`src/hdl/mac_debug_pkg.sv`:
```
// Package with register map, field layout, reset values and carrier types of the debug block.
package mac_debug_pkg;

  // Byte addresses of the registers.
  localparam logic [31:0] RX_STATE_SNAPSHOT_ADDR = 32'hfff03200;
  localparam logic [31:0] TX_STATE_SNAPSHOT_ADDR = 32'hfff03204;
  localparam logic [31:0] MISC_STATE_SNAPSHOT_A_ADDR = 32'hfff03208;
  localparam logic [31:0] MISC_STATE_SNAPSHOT_B_ADDR = 32'hfff0320c;
  localparam logic [31:0] DEBUG_PROBE_CONFIG_ADDR = 32'hfff03210;
  localparam logic [31:0] RX_BUFFER_CURRENT_ADDRESS_ADDR = 32'hfff030d8;

  // Values after reset.
  localparam logic [31:0] RX_BUFFER_CURRENT_ADDRESS_RESET = 32'h00000000;
  localparam logic [31:0] RX_STATE_SNAPSHOT_RESET = 32'h00811101;
  localparam logic [31:0] TX_STATE_SNAPSHOT_RESET = 32'h01011101;
  localparam logic [31:0] MISC_STATE_SNAPSHOT_A_RESET = 32'h00010101;
  localparam logic [31:0] MISC_STATE_SNAPSHOT_B_RESET = 32'h11000100;
  localparam logic [31:0] DEBUG_PROBE_CONFIG_RESET = 32'h0000003f;

  // Writable bits of the debug configuration register.
  localparam logic [31:0] DEBUG_PROBE_CONFIG_MASK = 32'h00c000ff;

  // Field positions of the debug configuration register.
  localparam int GROUP_SELECT_LSB = 0;
  localparam int TRIGGER_FLAG_LSB = 6;
  localparam int STIMULUS_ENABLE_LSB = 22;

  // Signal group codes.
  localparam logic [5:0] GROUP_BUS_MASTER = 6'h00;
  localparam logic [5:0] GROUP_TX_DMA = 6'h01;
  localparam logic [5:0] GROUP_RX_DMA = 6'h02;
  localparam logic [5:0] GROUP_QUEUE_CTRL = 6'h03;
  localparam logic [5:0] GROUP_TX_QUEUE = 6'h04;
  localparam logic [5:0] GROUP_RX_QUEUE = 6'h05;

  // AHB transfer type and response codes.
  localparam logic [1:0] HTRANS_NONSEQ = 2'h2;
  localparam logic [1:0] HTRANS_SEQ = 2'h3;
  localparam logic HRESP_OKAY = 1'h0;

  // State codes of the observed machines, as they stand in the controller.
  typedef struct packed {
    logic [8:0] receive_dma_state;
    logic [5:0] receive_buffer_state;
    logic [3:0] receive_desc_fetch_state;
    logic [3:0] receive_desc_close_state;
    logic [7:0] receive_fifo_ctrl_state;
    logic [7:0] transmit_dma_state;
    logic [6:0] transmit_buffer_state;
    logic [3:0] transmit_desc_fetch_state;
    logic [3:0] transmit_desc_close_state;
    logic [4:0] transmit_fifo_ctrl_state;
    logic [9:0] transmit_mac_state;
    logic [5:0] transmit_defer_state;
    logic [7:0] mgmt_interface_state;
    logic [2:0] internal_arbiter_state;
    logic [3:0] pause_frame_tx_state;
    logic [5:0] bus_master_state;
  } fsm_states_t;

  // Miscellaneous internal signals observed through the probe groups.
  typedef struct packed {
    logic bus_transfer_done;
    logic bus_grant_lost;
    logic [4:0] bus_transfer_counter;
    logic bus_last_beat;
    logic transfer_counter_expired;
    logic tx_queue_high_mark;
    logic tx_queue_low_mark;
    logic tx_buffer_data_ready;
    logic [5:0] tx_queue_write_pointer;
    logic transmit_start_flag;
    logic transmit_start_request;
    logic tx_queue_read_strobe;
    logic [5:0] tx_queue_read_pointer;
    logic rx_queue_write_strobe;
    logic [5:0] rx_queue_write_pointer;
    logic rx_queue_high_mark;
    logic rx_queue_low_mark;
    logic rx_buffer_acknowledge;
    logic [5:0] rx_queue_read_pointer;
  } probe_signals_t;

endpackage : mac_debug_pkg

```
`src/hdl/mac_debug_observation.sv`:
```
// Debug observation block: state snapshot registers, probe configuration and probe multiplexer.
`timescale 1ns/100ps

module mac_debug_observation
  import mac_debug_pkg::*;
(
  input wire logic CLK,
  input wire logic RESET,
  input wire logic CLK_EN,
  input wire logic HSEL,
  input wire logic [31:0] HADDR,
  input wire logic [1:0] HTRANS,
  input wire logic HWRITE,
  input wire logic [2:0] HSIZE,
  input wire logic [31:0] HWDATA,
  input wire logic HREADY,
  output logic [31:0] HRDATA,
  output logic HREADYOUT,
  output logic HRESP,
  input wire logic [31:0] RX_BUFFER_ADDRESS,
  input wire fsm_states_t FSM_STATES,
  input wire probe_signals_t PROBE_SIGNALS,
  output logic [15:0] DEBUG_PROBE,
  output logic [1:0] TRIGGER_FLAG,
  output logic [1:0] STIMULUS_ENABLE
);

  // Whole state of the block.
  typedef struct packed {
    logic [31:0] rx_buffer_current_address;
    logic [31:0] rx_state_snapshot;
    logic [31:0] tx_state_snapshot;
    logic [31:0] misc_state_snapshot_a;
    logic [31:0] misc_state_snapshot_b;
    logic [31:0] debug_probe_config;
    logic [15:0] probe;
    logic write_pending;
    logic [31:0] write_address;
    logic [31:0] read_data;
  } state_t;

  state_t state;
  state_t next_state;
  logic access;
  logic [15:0] group_bits;
  logic [31:0] read_word;
  logic [5:0] group_select;
  logic [1:0] flags;

  assign group_select = state.debug_probe_config[GROUP_SELECT_LSB +: 6];
  assign flags = state.debug_probe_config[TRIGGER_FLAG_LSB +: 2];
  assign access = HSEL && HREADY && (HTRANS == HTRANS_NONSEQ || HTRANS == HTRANS_SEQ);

  // Probe multiplexer choosing one sixteen-signal group.
  always_comb begin
    group_bits = 16'h0000;
    case (group_select)
      GROUP_BUS_MASTER: begin
        group_bits = {flags[0], PROBE_SIGNALS.bus_transfer_done, PROBE_SIGNALS.bus_grant_lost,
                      PROBE_SIGNALS.bus_transfer_counter, PROBE_SIGNALS.bus_last_beat,
                      PROBE_SIGNALS.transfer_counter_expired,
                      FSM_STATES.bus_master_state};
      end
      GROUP_TX_DMA: begin
        group_bits = {flags[0], FSM_STATES.transmit_buffer_state,
                      FSM_STATES.transmit_dma_state};
      end
      GROUP_RX_DMA: begin
        group_bits = {flags[0], FSM_STATES.receive_buffer_state,
                      FSM_STATES.receive_dma_state};
      end
      GROUP_QUEUE_CTRL: begin
        group_bits = {flags[0], PROBE_SIGNALS.tx_queue_high_mark, PROBE_SIGNALS.tx_queue_low_mark,
                      FSM_STATES.transmit_fifo_ctrl_state,
                      FSM_STATES.receive_fifo_ctrl_state};
      end
      GROUP_TX_QUEUE: begin
        group_bits = {PROBE_SIGNALS.tx_buffer_data_ready, PROBE_SIGNALS.tx_queue_write_pointer,
                      PROBE_SIGNALS.transmit_start_request, PROBE_SIGNALS.transmit_start_flag,
                      PROBE_SIGNALS.tx_queue_read_strobe,
                      PROBE_SIGNALS.tx_queue_read_pointer};
      end
      GROUP_RX_QUEUE: begin
        group_bits = {PROBE_SIGNALS.rx_queue_write_strobe, PROBE_SIGNALS.rx_queue_write_pointer,
                      PROBE_SIGNALS.rx_queue_high_mark, PROBE_SIGNALS.rx_queue_low_mark,
                      PROBE_SIGNALS.rx_buffer_acknowledge,
                      PROBE_SIGNALS.rx_queue_read_pointer};
      end
      default: begin
        group_bits = 16'h0000;
      end
    endcase
  end

  // Register read decode; unmapped addresses read zero.
  always_comb begin
    case (HADDR)
      RX_BUFFER_CURRENT_ADDRESS_ADDR: read_word = state.rx_buffer_current_address;
      RX_STATE_SNAPSHOT_ADDR: read_word = state.rx_state_snapshot;
      TX_STATE_SNAPSHOT_ADDR: read_word = state.tx_state_snapshot;
      MISC_STATE_SNAPSHOT_A_ADDR: read_word = state.misc_state_snapshot_a;
      MISC_STATE_SNAPSHOT_B_ADDR: read_word = state.misc_state_snapshot_b;
      DEBUG_PROBE_CONFIG_ADDR: read_word = state.debug_probe_config;
      default: read_word = 32'h00000000;
    endcase
  end

  // Next-state logic: snapshots follow the machines, the bus writes the configuration.
  always_comb begin
    next_state = state;
    // Snapshots are loaded only from the machines, never from the bus.
    next_state.rx_buffer_current_address = RX_BUFFER_ADDRESS;
    next_state.rx_state_snapshot = {FSM_STATES.receive_dma_state, 1'b0,
                                    FSM_STATES.receive_buffer_state,
                                    FSM_STATES.receive_desc_fetch_state,
                                    FSM_STATES.receive_desc_close_state,
                                    FSM_STATES.receive_fifo_ctrl_state};
    next_state.tx_state_snapshot = {FSM_STATES.transmit_dma_state, 2'b00,
                                    FSM_STATES.transmit_buffer_state[5:0],
                                    FSM_STATES.transmit_desc_fetch_state,
                                    FSM_STATES.transmit_desc_close_state, 3'b000,
                                    FSM_STATES.transmit_fifo_ctrl_state};
    next_state.misc_state_snapshot_a = {6'h00, FSM_STATES.transmit_mac_state, 2'b00,
                                        FSM_STATES.transmit_defer_state,
                                        FSM_STATES.mgmt_interface_state};
    next_state.misc_state_snapshot_b = {1'b0, FSM_STATES.internal_arbiter_state,
                                        FSM_STATES.pause_frame_tx_state, 10'h000,
                                        FSM_STATES.bus_master_state, 8'h00};
    next_state.probe = group_bits;
    next_state.write_pending = 1'b0;
    // Address phase: latch reads now, remember writes for the data phase.
    if (access) begin
      next_state.read_data = read_word;
      next_state.write_pending = HWRITE;
      next_state.write_address = HADDR;
    end
    // Data phase of a write; only the configuration register takes data.
    if (state.write_pending && state.write_address == DEBUG_PROBE_CONFIG_ADDR) begin
      next_state.debug_probe_config = HWDATA & DEBUG_PROBE_CONFIG_MASK;
    end
    if (RESET) begin
      next_state.rx_buffer_current_address = RX_BUFFER_CURRENT_ADDRESS_RESET;
      next_state.rx_state_snapshot = RX_STATE_SNAPSHOT_RESET;
      next_state.tx_state_snapshot = TX_STATE_SNAPSHOT_RESET;
      next_state.misc_state_snapshot_a = MISC_STATE_SNAPSHOT_A_RESET;
      next_state.misc_state_snapshot_b = MISC_STATE_SNAPSHOT_B_RESET;
      next_state.debug_probe_config = DEBUG_PROBE_CONFIG_RESET;
      next_state.probe = 16'h0000;
      next_state.write_pending = 1'b0;
      next_state.write_address = 32'h00000000;
      next_state.read_data = 32'h00000000;
    end
  end

  // State register; the clock enable freezes everything except reset.
  always_ff @(posedge CLK) begin
    if (CLK_EN || RESET) begin
      state <= next_state;
    end
  end

  // Outputs; the slave is always ready and always answers OKAY.
  assign HRDATA = state.read_data;
  assign HREADYOUT = 1'b1;
  assign HRESP = HRESP_OKAY;
  assign DEBUG_PROBE = state.probe;
  assign TRIGGER_FLAG = state.debug_probe_config[TRIGGER_FLAG_LSB +: 2];
  assign STIMULUS_ENABLE = state.debug_probe_config[STIMULUS_ENABLE_LSB +: 2];

endmodule : mac_debug_observation

```
`config.mk`:
```
export PLATFORM = sky130hd
export DESIGN_NAME = mac_debug_observation
export DESIGN_NICKNAME = d
export VERILOG_FILES = /design/src/hdl/mac_debug_pkg.sv /design/src/hdl/mac_debug_observation.sv
export SDC_FILE = /design/constraint.sdc
export NUM_CORES = 1
export LEC_CHECK = 0
export BUFFER_PORTS_ARGS = -buffer_cell sky130_fd_sc_hd__buf_2
export CAP_MARGIN = 20
export CORE_MARGIN = 3
export CORE_UTILIZATION = 28
export DETAILED_ROUTE_END_ITERATION = 6
export SYNTH_ARGS = -nofsm -noshare
export SYNTH_HDL_FRONTEND = slang
export SYNTH_SLANG_ARGS = --single-unit
```
`constraint.sdc`:
```
create_clock -name CLK -period 4.1 [get_ports CLK]
set_input_delay 0.41 -clock CLK [delete_from_list [all_inputs] [get_ports CLK]]
set_output_delay 0.41 -clock CLK [all_outputs]
set_load 0.05 [all_outputs]
```
==> results of run 1 <==
## how the worst max path moves through the flow
stage	start	endpoint	slack, ps
2_1_floorplan	RESET	DEBUG_PROBE[0]$_SDFFCE_PP0P_	700
3_3_place_gp	HADDR[17]	HRDATA[7]$_SDFFCE_PP0P_	1100
3_5_place_dp	HADDR[17]	HRDATA[23]$_SDFFCE_PP0P_	1010
4_1_cts	group_select[5]$_SDFFCE_PP1P_	DEBUG_PROBE[12]$_SDFFCE_PP0P_	1480
5_1_grt	group_select[5]$_SDFFCE_PP1P_	DEBUG_PROBE[12]$_SDFFCE_PP0P_	1360
6_report	HADDR[17]	HRDATA[23]$_SDFFCE_PP0P_	1470
## synth_stat cells, types with 2 or more instances
cell,instances,area [sq um]
nor4b_1,4,35.0
a22o_1,6,52.6
nand3_1,11,55.1
nor2b_1,148,926
edfxtp_1,218,6550
buf_6,3,33.8
nor3b_1,3,22.5
a22oi_1,73,548
buf_4,56,420
nor2_2,28,175
conb_1,2,7.51
nand2_1,18,67.6
nor2_1,9,33.8
mux4_2,8,180
nor4bb_1,2,20.0
or2_2,23,144
and3b_1,3,26.3
o21ai_0,16,80.1
and3_1,8,50.1
clkbuf_1,39,146
a31oi_1,16,100
nor4_1,3,18.8
a32oi_1,6,52.6
a21oi_2,2,17.5
buf_2,6,30.0
nand4_1,6,37.5
or4_1,3,22.5
mux2i_1,19,190
## power by group
group          switching, mW  internal, mW  total (mW)
combinational          0.351         0.198       0.549
clock                  0.905          1.26        2.16
sequential            0.0604          2.66        2.72
total                   1.32          4.11        5.43
## placed cells by master (no fill, tap or decap), types with 3 or more instances in the layout
| cell | instances |
|---|---|
| a31oi_1 | 16 |
| a32oi_1 | 6 |
| o21ai_0 | 16 |
| clkinv_2 | 3 |
| nor4b_1 | 4 |
| or4_1 | 3 |
| a22o_1 | 6 |
| buf_4 | 16 |
| nor2_1 | 9 |
| clkbuf_16 | 27 |
| mux4_2 | 8 |
| and3b_1 | 3 |
| mux2i_1 | 19 |
| nor4_1 | 3 |
| nor2_2 | 28 |
| nand4_1 | 6 |
| nand2_1 | 18 |
| edfxtp_1 | 218 |
| or2_2 | 22 |
| buf_2 | 270 |
| and3_1 | 8 |
| clkbuf_1 | 6 |
| nor2b_1 | 148 |
| nand3_1 | 11 |
| a22oi_1 | 73 |
| clkinv_1 | 8 |
## layout make-up
class / instances / area (sq um)
antenna: 1 / 2.50
clock buffer: 33 / 698
clock inverter: 14 / 91.3
fill: 3571 / 23300
inverter: 1 / 3.75
multi-input combinational: 433 / 3050
sequential: 218 / 6550
tap: 461 / 577
timing repair buffer: 289 / 1520
## worst max-delay path: stages
cell and delay, ps:
buf_2 100, or4_1 560, or4_1 640, nor2_1 790, a32oi_1 290, a21oi_2 210
## registers in the layout (all words and copies together) (netlist names)
name	count
state	160
HRDATA	32
DEBUG_PROBE	16
group_select	6
STIMULUS_ENABLE	2
TRIGGER_FLAG	2
## kinds of logic after synthesis
| family | synth area share, % |
|---|---|
| mux | 3.63 |
| simple gates | 16.9 |
| buf+inv | 6.26 |
| compound gates | 8.93 |
| other cells | 0.0736 |
| flops | 64.2 |
## metal layers
| layer | track usage, % | routed length (microns) | part of all wire [%] |
|---|---|---|---|
| met3 | 2.31 | 1730 | 5.9 |
| met2 | 22.6 | 13300 | 46 |
| met5 | 0 | 19 | 0.066 |
| met4 | 4.75 | 636 | 2.2 |
| met1 | 20.2 | 13300 | 46 |
## metrics by stage
stage | cells | hold slack, ps | setup WS, ps | total power, mW | area (sq um)
finish | 1450 | 137 | 1470 | 5.43 | 12500
global route | 1450 | 107 | 1360 | 5.64 | 12500
CTS | 1449 | 97.9 | 1480 | 5.51 | 12500
detailed placement | 1402 | 570 | 1010 | 3.32 | 11700
global placement | 1400 | 565 | 1100 | 3.31 | 11700
floorplan | 757 | 543 | 703 | 3.10 | 10200
==> impl_metrics.json, run 1 <==
{
  "tns_ps": 0,
  "via_per_inst": 4.66,
  "start_kind": "input pin",
  "clock-sinks": 218,
  "port_buffers": 271,
  "postSynthAreaPerCell_sq_um": 13.5,
  "vias": 6759,
  "synth_cell_types": 46,
  "antenna_found_initial": 3,
  "nets": 1215,
  "cts_resized": 0,
  "clk_latency_ps": 540,
  "path_clk_slew_ps": 60,
  "place.gp.congestion": 0.765,
  "synth_area_sq_um": 10200,
  "wl_per_cell_microns": 20.0,
  "seq_area_frac_synth_pct": 64.2,
  "clockBufferDepth": 3,
  "async_flop_share_pct": 0,
  "cts_setup_buffers": 0,
  "max_freq_mhz": 380,
  "grt_max_degree": 145,
  "arrival_ps": 3010,
  "start_util_pct": 28.5,
  "p_per_area_nw_per_um2": 435,
  "grt_pass1_wl_mm": 41.8,
  "drt_iter0_drc": 368,
  "rsz0062_at_grt": "false",
  "drive_gt1_share_pct": 39.8,
  "die-area_sq_um": 38700,
  "syn_nets": 1003,
  "globalRoute.totalOverflow": 0,
  "synthCells": 757,
  "path_max_fanout": 13,
  "min_period_ps": 2630,
  "yosysWarnings": 0,
  "grt_usage_pct": 14.3,
  "htree_levels": 1,
  "leakagePower_nw": 4.66,
  "die_h_microns": 197,
  "ant_nets": 0,
  "irDropWorstVdd_mv": 0.302,
  "critPathRequiredTime_ps": 4480,
  "hold_depth": 2,
  "hold_viol": 0,
  "area_growth_pct": 22.5,
  "tightest_slew_ps": 1040,
  "routed_wl_mm": 29.0,
  "drc": 0,
  "reg2reg_slack_ps": 1510,
  "ios": 300,
  "slew_headroom_pct": 30.5,
  "cts_inserted_buffers": 26,
  "core_area_sq_um": 35700,
  "ys_ff_latch": 218,
  "cts_hold_buf": 0,
  "r2r_cells": 4,
  "ctsRootBufferMaster": "clkbuf_16",
  "rows": 69,
  "dp_hpwl_mm": 20.7,
  "outcome": "complete, no violations",
  "min_to": "state[141]$_SDFFCE_PP1P_",
  "fin_skew_ps": 17.3,
  "cts_tree": "yes",
  "r2r_end": "DEBUG_PROBE[9]$_SDFFCE_PP0P_",
  "r2r-start": "group_select[5]$_SDFFCE_PP1P_",
  "setup_viol": 0,
  "max_cap_violations": 0,
  "synth_edf_count": 218,
  "die_x_microns": 197,
  "min_from": "FSM_STATES[10]",
  "report.final.slew_viol_count": 0,
  "first_pass_iters": 5,
  "path_class": "input pin to register",
  "grt_pass1_vias": 7010,
  "hold_class": "input pin to register",
  "finish.utilization_pct": 34.9,
  "min_period_over_period_pct": 64.1,
  "end_kind": "register",
  "synth_flop_cell": "edfxtp_1"
}
(Power assumes the default switching activity.)
==> inputs of run 2 (changes only) <==
--- a/config.mk
+++ b/config.mk
@@ -5,6 +5,7 @@
 export SDC_FILE = /design/constraint.sdc
 export NUM_CORES = 1
 export LEC_CHECK = 0
+export ABC_AREA = 1
 export BUFFER_PORTS_ARGS = -buffer_cell sky130_fd_sc_hd__buf_2
 export CAP_MARGIN = 20
 export CORE_MARGIN = 3
==> constraint.sdc (replaced) <==
create_clock -name CLK -period 2.35 [get_ports CLK]
set_input_delay 0.235 -clock CLK [delete_from_list [all_inputs] [get_ports CLK]]
set_output_delay 0.235 -clock CLK [all_outputs]
set_load 0.05 [all_outputs]
==> impl_metrics.json, run 2 <==
{
  "outcome": "complete, no violations",
  "start_kind": "input pin",
  "synthTopCellsByArea": "edfxtp_1 (60%), nor2_1 (7.7%), nand2_1 (7.3%)",
  "routed_wl_mm": 34.4,
  "ctsRootBufferMaster": "clkbuf_16",
  "place.gp.congestion": 0.781,
  "path_clk_slew_ps": 60,
  "start_util_pct": 28.7,
  "layout_common_cells": "buf_2 (270), nor2_1 (223), edfxtp_1 (218)",
  "async_flop_share_pct": 0,
  "hold_class": "input pin to register",
  "layout.cells.non_filler": 2013,
  "fin_skew_ps": 8.15,
  "yosysWarnings": 0,
  "drc": 0,
  "ys_ff_latch": 218,
  "hold_viol": 0,
  "end_kind": "register",
  "finish.utilization_pct": 38.5,
  "cts_inserted_buffers": 26,
  "grt_max_degree": 85,
  "worst_slack_ps": 226,
  "drt_iter0_drc": 361,
  "dp_hpwl_mm": 24.3,
  "grt_pass1_wl_mm": 51.2,
  "report.final.slew_viol_count": 0,
  "largest_reg_flops": 160,
  "tns_ps": 0,
  "antenna_found_initial": 5,
  "path_max_fanout": 12,
  "path_class": "input pin to register",
  "core_area_sq_um": 38000,
  "r2r_cells": 7,
  "post-place-ws_ps": 279,
  "synth_cell_types": 30,
  "syn_nets": 1387,
  "clockBufferDepth": 3,
  "critPathRequiredTime_ps": 2740,
  "rows": 71,
  "yosysMostFrequentCell": "nor2_1",
  "drive_gt1_share_pct": 27.6,
  "synthTopCellsByCount": "nor2_1 (224), edfxtp_1 (218), nand2_1 (211), inv_1 (190), buf_4 (63)",
  "cts_tree": "yes",
  "synthCells": 1141,
  "min_period_ps": 2120,
  "die_h_microns": 203,
  "htree_levels": 1,
  "irDropWorstVdd_mv": 0.452,
  "grt_pass1_vias": 8941,
  "ios": 300,
  "max_cap_violations": 0,
  "via_per_inst": 4.27,
  "tightest_slew_ps": 606,
  "clk_latency_ps": 530,
  "stdcell_area_sq_um": 14600,
  "synth_top_cell_area_share_pct": 59.9,
  "nFillCells": 3856,
  "die-area_sq_um": 41400,
  "synth_flop_cell": "edfxtp_1",
  "arrival_ps": 2520,
  "totalPowerFinal_mw": 9.93,
  "postSynthAreaPerCell_sq_um": 9.57,
  "ant_nets": 0,
  "wl_per_cell_microns": 17.1,
  "vias": 8590,
  "cts_setup_buffers": 0,
  "yosys.area.top_type": "edfxtp_1",
  "synth_area_sq_um": 10900,
  "area_growth_pct": 34.0,
  "max_freq_mhz": 471,
  "regMostFlops": "state",
  "die_x_microns": 203,
  "seq_area_frac_synth_pct": 59.9,
  "nets": 1728,
  "layout_commonest_cell": "buf_2",
  "dpl_cell_area_sq_um": 12700,
  "synth_edf_count": 218,
  "numPlacedInstances": 1858,
  "hold_depth": 3,
  "setup_viol": 0,
  "grt_usage_pct": 16.2,
  "leakagePower_nw": 6.60,
  "port_buffers": 271,
  "slew_headroom_pct": 59.6,
  "globalRoute.totalOverflow": 0,
  "rsz0062_at_grt": "false",
  "holdWs_ps": 29.4,
  "min_period_over_period_pct": 90.4,
  "p_per_area_nw_per_um2": 679,
  "clock-sinks": 218,
  "first_pass_iters": 5
}
-- run 2: changes by cell type in the layout (fill, tap and decap cells not counted), moves of 12 or more --
cell	previous run	this run
nor2_4	0	36
nor2_2	28	11
inv_1	1	190
a21oi_1	1	23
nor2b_1	148	0
a31oi_1	16	4
nor2_1	9	223
a22oi_1	73	15
mux2i_1	19	0
nand2_1	18	210
nand3_1	11	46
dlygate4sd3_1	0	107
-- run 2: cells by family after synthesis --
family / synth area share [%]
flip-flops: 59.9
AND/OR/NAND/NOR: 23.8
other: 0.0688
AO/OA/AOI/OAI: 3.63
buffers and inverters: 12.5
-- run 2: routing by layer --
metal,vias to the layer above,part of all wire [%],global-route usage [%],wire length [microns]
met1,3993,45,21.9,15600
li1,4236,-,-,-
met2,292,46,26.7,15900
met3,63,5.4,2.75,1860
met5,-,0.099,0,34
met4,6,3.0,4.92,1020
-- run 2: where the power goes --
group          internal (mW)  switching [mW]
Sequential              4.63           0.104
Clock                   2.54            1.63
Combinational          0.398           0.633
-- run 2: final timing paths --
check | endpoint | start | slack (ps)
max | HRDATA[30]$_SDFFCE_PP0P_ | HADDR[10] | 230
max reg2reg | DEBUG_PROBE[8]$_SDFFCE_PP0P_ | group_select[1]$_SDFFCE_PP1P_ | 350
min reg2reg | HRDATA[15]$_SDFFCE_PP0P_ | state[256]$_SDFFCE_PP0P_ | 610
min | state[243]$_SDFFCE_PP0P_ | RX_BUFFER_ADDRESS[2] | 30
-- run 2: worst max-delay path: stages --
cell,delay [ps]
dlygate4sd3_1,530
buf_2,130
nor2_1,220
nand2_1,130
nor2_2,200
nand2_1,120
nor2_4,300
buf_12,190
nand2_1,50
nand2_1,200
nor2_1,120
nor2_4,100
-- run 2: area by class of cell --
cell class / instances / area [sq um] / area share, %
Antenna cell: 2 / 5.00 / 0.0342
Clock buffer: 33 / 698 / 4.77
Sequential cell: 218 / 6550 / 44.7
Multi-Input combinational cell: 637 / 3040 / 20.8
Timing Repair Buffer: 407 / 2810 / 19.2
Inverter: 192 / 721 / 4.92
Tap cell: 511 / 639 / 4.37
Clock inverter: 13 / 174 / 1.19
-- run 2: what timing repair did --
action / 4_1_cts / 5_1_grt
hold endpoints to repair: 107 / 0
resized for setup: 0 / 0
hold buffers: 107 / 0
==> inputs of run 3 (changes only) <==
--- a/config.mk
+++ b/config.mk
@@ -9,8 +9,9 @@
 export BUFFER_PORTS_ARGS = -buffer_cell sky130_fd_sc_hd__buf_2
 export CAP_MARGIN = 20
 export CORE_MARGIN = 3
-export CORE_UTILIZATION = 28
+export CORE_UTILIZATION = 47
 export DETAILED_ROUTE_END_ITERATION = 6
+export PLACE_DENSITY = 0.76
 export SYNTH_ARGS = -nofsm -noshare
 export SYNTH_HDL_FRONTEND = slang
 export SYNTH_SLANG_ARGS = --single-unit
==> impl_metrics.json, run 3 (same netlist as run 2, synthesis figures left out) <==
{
  "fin_skew_ps": 18.5,
  "clock-sinks": 218,
  "rows": 55,
  "place.gp.congestion": 0.905,
  "nets": 1637,
  "die_x_microns": 158,
  "largest_reg_flops": 160,
  "ant_nets": 0,
  "arrival_ps": 2550,
  "holdWs_ps": 9.27,
  "path_class": "register to register",
  "critPathRequiredTime_ps": 2710,
  "vias": 8272,
  "cts_inserted_buffers": 24,
  "die-area_sq_um": 25100,
  "hold_class": "input pin to register",
  "p_per_area_nw_per_um2": 684,
  "leakagePower_nw": 6.12,
  "dp_hpwl_mm": 21.2,
  "rsz0062_at_grt": "false",
  "setup_viol": 0,
  "start_util_pct": 48.1,
  "clockBufferDepth": 3,
  "end_kind": "register",
  "grt_max_degree": 120,
  "grt_pass1_wl_mm": 42.4,
  "clk_latency_ps": 520,
  "cts_resized": 0,
  "area_growth_pct": 20.7,
  "path_max_fanout": 9,
  "grt_pass1_vias": 8021,
  "core_area_sq_um": 22700,
  "drt_iter0_drc": 538,
  "wl_per_cell_microns": 17.1,
  "drc": 0,
  "slew_headroom_pct": 59.4,
  "path_cells": "nor2_1 > nand3_1 > inv_1 > nand2_1 > o21ai_0 > nor2_1 > a21oi_1",
  "regMostFlops": "state",
  "via_per_inst": 4.89,
  "tightest_slew_ps": 608,
  "min_period_ps": 2190,
  "crit_top_cell": "nor2_1",
  "min_period_over_period_pct": 93.2,
  "report.final.slew_viol_count": 0,
  "outcome": "complete, no violations",
  "globalRoute.totalOverflow": 0,
  "max_cap_violations": 0,
  "port_buffers": 271,
  "ctsRootBufferMaster": "clkbuf_16",
  "first_pass_iters": 5,
  "die_h_microns": 158,
  "hold_viol": 0,
  "layout_commonest_cell": "buf_2",
  "cts_tree": "yes",
  "max_freq_mhz": 457,
  "finish.utilization_pct": 58.0,
  "cp_slowest_cell": "edfxtp_1",
  "layout_common_cells": "buf_2 (270), nor2_1 (223), edfxtp_1 (218)",
  "grt_usage_pct": 22.1,
  "irDropWorstVdd_mv": 0.486,
  "htree_levels": 1,
  "start_kind": "register",
  "slowest_delay_ps": 390,
  "antenna_found_initial": 2,
  "tns_ps": 0,
  "routed_wl_mm": 28.9,
  "path_clk_slew_ps": 60,
  "drive_gt1_share_pct": 29.0,
  "ios": 300
}
[run 3: what timing repair did]
| action | 4_1_cts | 5_1_grt |
|---|---|---|
| setup endpoints to repair | 0 | 0 |
| hold buffers | 18 | 0 |
| buffers inserted | 0 | 0 |
| hold endpoints to repair | 18 | 0 |
[run 3: path summary, 6_finish.rpt]
kind                                      start                            to  slack (ps)  cells after the start
hold reg to reg        state[191]$_SDFFCE_PP0P_      HRDATA[14]$_SDFFCE_PP0P_         600                      2
setup reg to reg  group_select[5]$_SDFFCE_PP1P_  DEBUG_PROBE[2]$_SDFFCE_PP0P_         160                      7
setup / recovery  group_select[5]$_SDFFCE_PP1P_  DEBUG_PROBE[2]$_SDFFCE_PP0P_         160                      7
hold / removal                   FSM_STATES[79]      state[223]$_SDFFCE_PP0P_           9                      3
[run 3: where the power goes]
part | total (mW) | switching [mW] | internal (mW)
clock | 3.40 | 1.47 | 1.93
sequential | 4.73 | 0.0975 | 4.63
combinational | 0.890 | 0.596 | 0.294
total | 9.02 | 2.17 | 6.85
[run 3: cell type report]
type	count	area, sq um
Fill cell	2006	9530
Clock buffer	31	648
Multi-Input combinational cell	637	3040
Sequential cell	218	6550
Clock inverter	9	46.3
Timing Repair Buffer	318	1820
Inverter	192	721
Tap cell	285	357
Antenna cell	1	2.50
[run 3: layer usage]
metal	vias up	wire length (microns)	GRT usage [%]
li1	4043	-	-
met1	3798	11800	29.4
met2	373	14100	37.7
met3	56	2140	3.34
met4	2	772	6.84
met5	-	13	0
[run 3: metrics by stage]
step,setup slack [ps],power [mW],std cells,area [sq um]
after floorplan,492,5.34,1141,10900
after global placement,339,5.65,1632,12300
after detailed placement,216,5.68,1632,12300
after CTS,217,9.09,1690,13200
after global routing,54.6,9.33,1691,13200
final,160,9.02,1691,13200
[run 3: critical path: cells and delay by family, from the launching register on]
| kind | cells | cell delay (ps) |
|---|---|---|
| AND/OR/NAND/NOR | 4 | 840 |
| AO/OA/AOI/OAI | 2 | 550 |
| flip-flops | 1 | 390 |
| buffers and inverters | 1 | 260 |
